$ cat src/rtl/tpg_params.svh
// timing counts and field positions for the three phase gate input logic
`ifndef TPG_PARAMS_SVH
`define TPG_PARAMS_SVH
`define TPG_FRAME_BITS      8
`define TPG_CMD_POS         7
`define TPG_CMD_DEADTIME    1'b0
`define TPG_CMD_MODE        1'b1
`define TPG_DEAD_POS        0
`define TPG_DEAD_WIDTH      6
`define TPG_SIM_POS         0
`define TPG_DEAD_RESET      6'h04
`define TPG_PIN_IDLE        13'h08E
`define TPG_DEAD_UNIT_NS    40
`define TPG_CLK_PERIOD_NS   40
`define TPG_DEAD_UNIT_CYC   ((`TPG_DEAD_UNIT_NS + `TPG_CLK_PERIOD_NS - 1) / `TPG_CLK_PERIOD_NS)
`endif

$ cat src/rtl/tpg_pkg.sv
// types shared by the three phase gate input logic
package tpg_pkg;
  typedef enum logic [1:0] {
    TPG_OFF,
    TPG_DEAD,
    TPG_HIGH,
    TPG_LOW
  } tpg_leg_t;
endpackage

$ cat src/rtl/tpg_gate_input.sv
// three phase gate input logic: command pins, enable gate, serial port, phase levels
// Functional notes
// - Gate outputs turn on only while both enable inputs are high.
// - A low level on a phase high-side command turns that high-side driver on.
// - A high level on a phase low-side command turns that low-side driver on.
// - Serial data arrives most significant bit first, sampled on the falling serial clock edge.
// - Serial output stays released while chip select is high and drives only after it falls.
// - Chip select bounds each command; serial traffic counts only while it is low.
// - Each phase level output is low while its source node is below half the load supply.
// - Dead time between high-side and low-side switching is set by serial command.
`timescale 1ns/10ps
`include "tpg_params.svh"
module tpg_gate_input
  import tpg_pkg::*;
(
  input  wire logic clk,
  input  wire logic rst_n,
  input  wire logic enable_in_a,
  input  wire logic enable_in_b,
  input  wire logic phase_a_high_cmd_n,
  input  wire logic phase_b_high_cmd_n,
  input  wire logic phase_c_high_cmd_n,
  input  wire logic phase_a_low_cmd,
  input  wire logic phase_b_low_cmd,
  input  wire logic phase_c_low_cmd,
  input  wire logic phase_a_high_source_below_half,
  input  wire logic phase_b_high_source_below_half,
  input  wire logic phase_c_high_source_below_half,
  input  wire logic spi_cs_n,
  input  wire logic spi_sclk,
  input  wire logic spi_si,
  output logic      spi_so,
  output logic      spi_so_oe_n,
  output logic      phase_a_level_out,
  output logic      phase_b_level_out,
  output logic      phase_c_level_out,
  output logic      gate_a_high,
  output logic      gate_b_high,
  output logic      gate_c_high,
  output logic      gate_a_low,
  output logic      gate_b_low,
  output logic      gate_c_low
);
  localparam int NSYNC = 13;
  // idle level of each synchronised pin, so nothing seems to move when reset lifts;
  // any other value would fake a chip select or a serial clock edge just after reset
  localparam logic [NSYNC-1:0] PIN_IDLE = `TPG_PIN_IDLE;

  logic [NSYNC-1:0] raw_in;
  logic [NSYNC-1:0] sync1;
  logic [NSYNC-1:0] sync2;
  logic [NSYNC-1:0] sync3;
  logic [NSYNC-1:0] clean;
  logic             enable;
  logic [2:0]       want_high;
  logic [2:0]       want_low;
  logic [2:0]       gate_high;
  logic [2:0]       gate_low;
  logic             cs_n;
  logic             sclk;
  logic             sclk_prev;
  logic             sclk_fall;
  logic             sclk_rise;
  logic [`TPG_FRAME_BITS-1:0] shift_in;
  logic [`TPG_FRAME_BITS-1:0] shift_out;
  logic [3:0]       bit_cnt;
  logic [`TPG_DEAD_WIDTH-1:0] dead_units;
  logic             simultaneous;
  logic             frame_ok;

  // synchroniser bank layout:
  //   [0]     both enables, already combined
  //   [3:1]   high-side commands, active low
  //   [6:4]   low-side commands, active high
  //   [9:7]   chip select, serial clock, serial data in
  //   [12:10] comparator inputs, high while the source node is below half supply
  // the enables are combined before the flops; a one-clock glitch of the product
  // never gets past the agreement filter, so no gate can blip on
  assign raw_in = {phase_c_high_source_below_half, phase_b_high_source_below_half,
                   phase_a_high_source_below_half, spi_si, spi_sclk, spi_cs_n,
                   phase_c_low_cmd, phase_b_low_cmd, phase_a_low_cmd,
                   phase_c_high_cmd_n, phase_b_high_cmd_n, phase_a_high_cmd_n,
                   enable_in_a & enable_in_b};

  // three stages per pin; a change is taken once the last two agree
  always_ff @(posedge clk or negedge rst_n) begin
    if (!rst_n) begin
      sync1 <= PIN_IDLE;
      sync2 <= PIN_IDLE;
      sync3 <= PIN_IDLE;
    end else begin
      sync1 <= raw_in;
      sync2 <= sync1;
      sync3 <= sync2;
    end
  end

  // per-bit agreement filter, holds old value while stages disagree
  genvar gi;
  generate
    for (gi = 0; gi < NSYNC; gi++) begin : g_filt
      always_ff @(posedge clk or negedge rst_n) begin
        if (!rst_n) begin
          clean[gi] <= PIN_IDLE[gi];
        end else if (sync2[gi] == sync3[gi]) begin
          clean[gi] <= sync3[gi];
        end
      end
    end
  endgenerate

  // decoded pin levels after the filter; command polarities are undone here
  assign enable    = clean[0];
  assign want_high = ~clean[3:1];
  assign want_low  = clean[6:4];
  assign cs_n      = clean[7];
  assign sclk      = clean[8];
  assign sclk_fall = sclk_prev && !sclk;
  assign sclk_rise = !sclk_prev && sclk;

  // a command counts only on a clean end of frame: select high again, its last synchroniser stage
  // high too, and exactly one frame of falling edges seen while it was low
  assign frame_ok = cs_n && sync3[7] && bit_cnt == 4'(`TPG_FRAME_BITS);

  // edge finder for the serial clock; a frame only counts while selected
  // the previous value resets to the idle level of the pin, so no edge is seen at reset
  always_ff @(posedge clk or negedge rst_n) begin
    if (!rst_n) begin
      sclk_prev <= 1'b0;
    end else begin
      sclk_prev <= sclk;
    end
  end

  // shift register: msb first, sampled on the falling edge; the count stops at
  // fifteen so that a long frame never wraps round to the legal length
  always_ff @(posedge clk or negedge rst_n) begin
    if (!rst_n) begin
      shift_in <= 8'h00;
      bit_cnt  <= 4'h0;
    end else if (cs_n) begin
      bit_cnt <= 4'h0;
    end else if (sclk_fall) begin
      shift_in <= {shift_in[`TPG_FRAME_BITS-2:0], clean[9]};
      if (bit_cnt != 4'hF) begin
        bit_cnt <= bit_cnt + 4'h1;
      end
    end
  end

  // commands take effect only when chip select rises after exactly one frame
  always_ff @(posedge clk or negedge rst_n) begin
    if (!rst_n) begin
      dead_units   <= `TPG_DEAD_RESET;
      simultaneous <= 1'b0;
    end else if (frame_ok) begin
      // the top bit picks the command; spare bits are ignored for later codes
      if (shift_in[`TPG_CMD_POS] == `TPG_CMD_DEADTIME) begin
        dead_units <= shift_in[`TPG_DEAD_POS +: `TPG_DEAD_WIDTH];
      end else begin
        simultaneous <= shift_in[`TPG_SIM_POS];
      end
    end
  end

  // readback: status shifts out msb first, changed on rising edges
  // the word is captured while deselected, so a command never alters it mid-frame
  always_ff @(posedge clk or negedge rst_n) begin
    if (!rst_n) begin
      shift_out   <= 8'h00;
      spi_so      <= 1'b0;
      spi_so_oe_n <= 1'b1;
    end else if (cs_n) begin
      shift_out   <= {simultaneous, 1'b0, dead_units};
      spi_so_oe_n <= 1'b1;
    end else begin
      spi_so_oe_n <= 1'b0;
      spi_so      <= shift_out[`TPG_FRAME_BITS-1];
      if (sclk_rise && bit_cnt != 4'h0) begin
        shift_out <= {shift_out[`TPG_FRAME_BITS-2:0], 1'b0};
      end
    end
  end

  // comparator levels: low while the source node is below half supply
  // registered so the pins never show a glitch of the filter stage
  always_ff @(posedge clk or negedge rst_n) begin
    if (!rst_n) begin
      phase_a_level_out <= 1'b0;
      phase_b_level_out <= 1'b0;
      phase_c_level_out <= 1'b0;
    end else begin
      phase_a_level_out <= !clean[10];
      phase_b_level_out <= !clean[11];
      phase_c_level_out <= !clean[12];
    end
  end

  // one leg per phase; all three share the enable gate, the dead time and the mode
  generate
    for (gi = 0; gi < 3; gi++) begin : g_leg
      tpg_phase_leg u_leg (
        .clk          (clk),
        .rst_n        (rst_n),
        .want_high    (want_high[gi]),
        .want_low     (want_low[gi]),
        .enable       (enable),
        .simultaneous (simultaneous),
        .dead_units   (dead_units),
        .gate_high    (gate_high[gi]),
        .gate_low     (gate_low[gi])
      );
    end
  endgenerate

  // flatten the per-phase vectors onto the named gate pins
  assign gate_a_high = gate_high[0];
  assign gate_b_high = gate_high[1];
  assign gate_c_high = gate_high[2];
  assign gate_a_low  = gate_low[0];
  assign gate_b_low  = gate_low[1];
  assign gate_c_low  = gate_low[2];
endmodule

$ cat src/rtl/tpg_phase_leg.sv
// one phase leg: shoot-through lockout and dead-time insertion
`timescale 1ns/10ps
`include "tpg_params.svh"
module tpg_phase_leg
  import tpg_pkg::*;
(
  input  wire logic       clk,
  input  wire logic       rst_n,
  input  wire logic       want_high,
  input  wire logic       want_low,
  input  wire logic       enable,
  input  wire logic       simultaneous,
  input  wire logic [5:0] dead_units,
  output logic            gate_high,
  output logic            gate_low
);
  tpg_leg_t    state;
  logic [11:0] dead_cnt;
  logic [11:0] dead_load;

  assign dead_load = 12'(dead_units) * 12'(`TPG_DEAD_UNIT_CYC);

  // legs pass through a dead phase whenever the conducting switch changes
  always_ff @(posedge clk or negedge rst_n) begin
    if (!rst_n) begin
      state    <= TPG_OFF;
      dead_cnt <= 12'h000;
    end else begin
      unique case (state)
        TPG_OFF: begin
          if (enable && want_high && !want_low) begin
            state <= TPG_HIGH;
          end else if (enable && want_low && !want_high) begin
            state <= TPG_LOW;
          end
        end
        TPG_HIGH, TPG_LOW: begin
          // any change of command drops the leg, then waits the dead time
          if (!enable || (state == TPG_HIGH ? !want_high || want_low
                                            : !want_low || want_high)) begin
            state    <= TPG_DEAD;
            dead_cnt <= dead_load;
          end
        end
        TPG_DEAD: begin
          if (dead_cnt == 12'h000) begin
            state <= TPG_OFF;
          end else begin
            dead_cnt <= dead_cnt - 12'h001;
          end
        end
      endcase
    end
  end

  // simultaneous mode bypasses the lockout; the enable gate always applies
  always_ff @(posedge clk or negedge rst_n) begin
    if (!rst_n) begin
      gate_high <= 1'b0;
      gate_low  <= 1'b0;
    end else if (simultaneous) begin
      gate_high <= enable && want_high;
      gate_low  <= enable && want_low;
    end else begin
      gate_high <= enable && state == TPG_HIGH && want_high && !want_low;
      gate_low  <= enable && state == TPG_LOW && want_low && !want_high;
    end
  end
endmodule

$ cat config.mk
export PLATFORM = sky130hd
export DESIGN_NAME = tpg_gate_input
export DESIGN_NICKNAME = d
export VERILOG_FILES = /design/src/rtl/tpg_pkg.sv /design/src/rtl/tpg_gate_input.sv /design/src/rtl/tpg_phase_leg.sv
export VERILOG_INCLUDE_DIRS = /design/src /design/src/rtl
export SDC_FILE = /design/constraint.sdc
export NUM_CORES = 1
export LEC_CHECK = 0
export BUFFER_PORTS_ARGS = -buffer_cell sky130_fd_sc_hd__buf_2
export CAP_MARGIN = 20
export CORE_UTILIZATION = 60
export CTS_CLUSTER_DIAMETER = 50
export DETAILED_ROUTE_END_ITERATION = 7
export GPL_TIMING_DRIVEN = 0
export PLACE_DENSITY = 0.82
export SLEW_MARGIN = 20
export SYNTH_ARGS = -nofsm -noshare
export SYNTH_HDL_FRONTEND = slang
export SYNTH_SLANG_ARGS = --single-unit
$ cat constraint.sdc
create_clock -name clk -period 3.9 [get_ports clk]
set_clock_uncertainty 0.15 [all_clocks]
set_input_delay 0.195 -clock clk [delete_from_list [all_inputs] [get_ports clk]]
set_output_delay 0.195 -clock clk [all_outputs]
set_load 0.005 [all_outputs]
==> results by group <==
Placement
  • Post-detail-place hpwl: roughly 7.4 mm
  • IO buf count: 26
  • Gpl congestion: 0.864

Finish
  • Layout cell share with drive strength beyond 1: 18.0%
  • Antenna Cells: 0
  • Area Overhead vs Synth: 17.9%
  • Area of the multi-input gates: around 2200 um^2
  • Final net count: ~590
  • Finished Core Util: approximately 73%
  • FF/Latch Area: ~3400 um^2
  • # fillers: roughly 630

Power
  • Seq pwr share: a little over two fifths
  • Worst vdd ir: approximately 0.00041 V
  • Comb pwr share: about a quarter
  • Net Switching: ~1.5 mW
  • Lkg Pwr: approximately 2.9 nW
  • Int Pwr: between 3 and 4 mW
  • PD cells: between 600 and 700 nW/um^2
  • Sw Ratio: between 30% and 40%
  • Clock network power share: 32.4%

Floorplan
  • I/O pin cnt: 27
  • Row count: 35
  • Die Y: roughly 100 um
  • Core ar.: just over 9000 um^2
  • Die area: between 10000 and 15000 um^2
  • Initial Utilization: between 60 and 70%
  • Chip Width: 100 um

GRT
  • GRT busiest layer: met2
  • Initial antenna violation count: 0
  • GRT Total Usage: around a quarter
  • Vias in the first global route: between 4000 and 5000
  • Largest net degree at the start of global routing: between 70 and 80
  • Grt met3 use: about 6.5%
  • GR met1 Demand/Resource: approximately 33%
  • Total congestion overflow: 0
  • First-pass GRT wire length: 19.6 mm
  • Met2 Resource Use GR: between 40% and 50%

Clocking
  • Post-CTS Hold Fix Bufs: 15
  • H-tree depth: 4
  • Reg clk slew, reported paths: ~0.060 ns
  • CTS root buf: clkbuf_8
  • Clk sinks: about 130
  • Clock latency on the worst-skew pair: 0.53 ns
  • CTS buffer count: 17
  • Gates resized, CTS repair: 0
  • Clock buffer depth: 2
  • CTS tree: done
  • Post CTS Setup Buffer Count: 0

Yosys
  • Post-synth top flop: dfrtp_1
  • Sequential-to-total area share from yosys stat: around 58%
  • Number of flops mapped to enable cells by yosys: 0
  • Post-Synthesis Cells: 508
  • Mapped Nets: ~530
  • Post-Syn Area: approximately 5800 um^2
  • Netlist cell types: 61
  • Post-Syn Area per Cell: between 10 and 15 um^2
  • Seq cells post-synth: 133
  • Synth Warn #: 0
  • Async set or reset register ratio after synthesis: 100%

Flow run
  • Max-cap viol count: 0

Detailed routing
  • TritonRoute pass-1 iters: 4
  • Drt initial violations: 230
  • Routed WL: between 10 and 15 mm
  • Vias per inst: 5.82
  • Avg WL per Cell: about 16 um
  • Antenna Nets Post-Route: 0
  • DR DRC count: 0
  • Vias: around 4100

Timing
  • Setup-failing EPs final: 0
  • Setup TNS: 0 ns
  • Least-Margin Pin Slew: approximately 0.96 ns
  • Final Cycle Share: about three fifths
  • Slew HR: between 30 and 40%
  • Fin crit period: 2.37 ns
  • Slew Limit Fails: 0
  • Max Clk Rate: about 420 MHz
  • RSZ-0062 raised after global routing: false
  • Hold Vio Cnt, Final: 0

Run status
  • Status: finished, final reports clean

Critical path
  • Worst Setup End Kind: register
  • CP Launch Type: register
  • Crit-path cells: clkbuf_1, nor4b_1, nor3b_1, nor2_1, a211o_1
  • CP bufs+invs: 1
  • Crit path max-delay family: simple AND/OR/NAND/NOR gates
  • CP max stage delay: approximately 0.57 ns
  • CP max-delay cell: nor3b_1
  • Worst-path fanout max: 9
  • Worst path arrival time: about 2.6 ns
  • Crit path required time: 4.16 ns
  • Crit path kind: register to register

Hold path
  • Hold Path Class: input port to async pin
## power groups by stage
stage	Clock, mW	Sequential [mW]	Combinational [mW]
global placement	0	1.91	1.10
detailed placement	0	1.93	1.16
finish	1.49	1.92	1.19
CTS	1.51	1.91	1.19
floorplan	0	1.86	0.921
global route	1.58	1.96	1.33
## final cells by class
cell class	instances	share of cell area [%]
Inverter	17	0.937
Sequential cell	133	49.2
Tap cell	129	2.37
Buffer	27	1.65
Clock buffer	20	6.25
Clock inverter	12	1.97
Multi-Input combinational cell	331	33.0
Timing Repair Buffer	42	4.61
## placed cells by master (no fill, tap or decap), drive strengths merged, types with 10 or more instances in the layout
cell         count
a21oi           26
a31oi           12
buf             33
clkbuf          41
dfrtp          115
dfstp           18
dlygate4sd3     15
inv             19
maj3            13
mux2            16
mux2i           15
nand2           33
nand2b          12
nand3           19
nor2            36
nor3            10
o21ai           20
## layer usage
layer,part of all wire (%),routed length (um)
met1,45,5110
met2,49,5590
met3,4.3,489
met4,2.5,292
met5,0,0
## metrics by stage
step	instances	instance area, um^2	total power, mW	hold WS, ns	worst slack, ns
after floorplan	508	5770	2.79	-0.251	1.79
after global placement	663	6060	3.01	0.150	0.865
after detailed placement	664	6100	3.09	0.0411	1.57
final	711	6810	4.60	0.0544	1.53
after CTS	711	6810	4.62	0.0605	1.56
after global routing	711	6810	4.87	0.0884	1.38
## path summary, 6_finish.rpt
path | to | cells past startpoint | slack (ns) | startpoint
worst max register to register | g_leg[2].u_leg.dead_cnt[11]$_DFFE_PN0P_ | 5 | 1.53 | clean[3]$_DFFE_PN1N_
min in group clk | sync1[11]$_DFF_PN0_ | 2 | 0.16 | phase_b_high_source_below_half
worst min-delay path | sync3[6]$_DFF_PN0_ | 2 | 0.05 | rst_n
worst max-delay path | g_leg[2].u_leg.dead_cnt[11]$_DFFE_PN0P_ | 5 | 1.53 | clean[3]$_DFFE_PN1N_
max in group asynchronous | sync2[2]$_DFF_PN1_ | 3 | 2.79 | rst_n
worst min register to register | sync2[5]$_DFF_PN0_ | 0 | 0.20 | sync1[5]$_DFF_PN0_
## registers in the layout, indices dropped and copies added, names as in the netlist, 3 cells and up
register / cells
bit_cnt: 4
clean: 10
dead_units: 6
g_leg.u_leg.dead_cnt: 36
g_leg.u_leg.gate_high: 3
g_leg.u_leg.gate_low: 3
g_leg.u_leg.state: 6
shift_in: 8
shift_out: 8
sync1: 13
sync2: 13
sync3: 13
## logic make-up (layout without fill, tap and decap cells)
group | after synthesis | count (layout) | share of synthesized area (%)
xor+xnor | 7 | 7 | 1.06
buf+inv | 44 | 118 | 3.06
simple gates | 171 | 171 | 16.5
compound gates | 101 | 101 | 11.6
mux | 31 | 31 | 5.72
flops | 133 | 133 | 58.0
fa+ha+maj | 21 | 21 | 3.99
## Yosys cell counts, types with 4 or more instances
master | number | share of area [%]
a211oi_1 | 7 | 0.91
a21oi_1 | 26 | 2.3
a2bb2oi_1 | 4 | 0.61
a31oi_1 | 12 | 1.3
and3_1 | 5 | 0.54
buf_2 | 5 | 0.43
clkbuf_1 | 20 | 1.3
dfrtp_1 | 115 | 50
dfstp_2 | 18 | 8.2
ha_1 | 8 | 1.7
inv_1 | 17 | 1.1
maj3_1 | 13 | 2.3
mux2_2 | 16 | 3.1
mux2i_1 | 15 | 2.6
nand2_1 | 33 | 2.1
nand2b_1 | 12 | 1.3
nand3_1 | 19 | 1.6
nand4_1 | 7 | 0.76
nor2_1 | 36 | 2.3
nor2b_1 | 5 | 0.54
nor3_1 | 10 | 0.87
nor3b_1 | 5 | 0.65
nor4_1 | 6 | 0.65
o211ai_1 | 6 | 0.78
o21ai_0 | 19 | 1.6
o31ai_1 | 6 | 0.78
or3_1 | 8 | 0.87
or4_1 | 5 | 0.65
xnor2_1 | 6 | 0.91
Power figures use the tool's default switching activity.
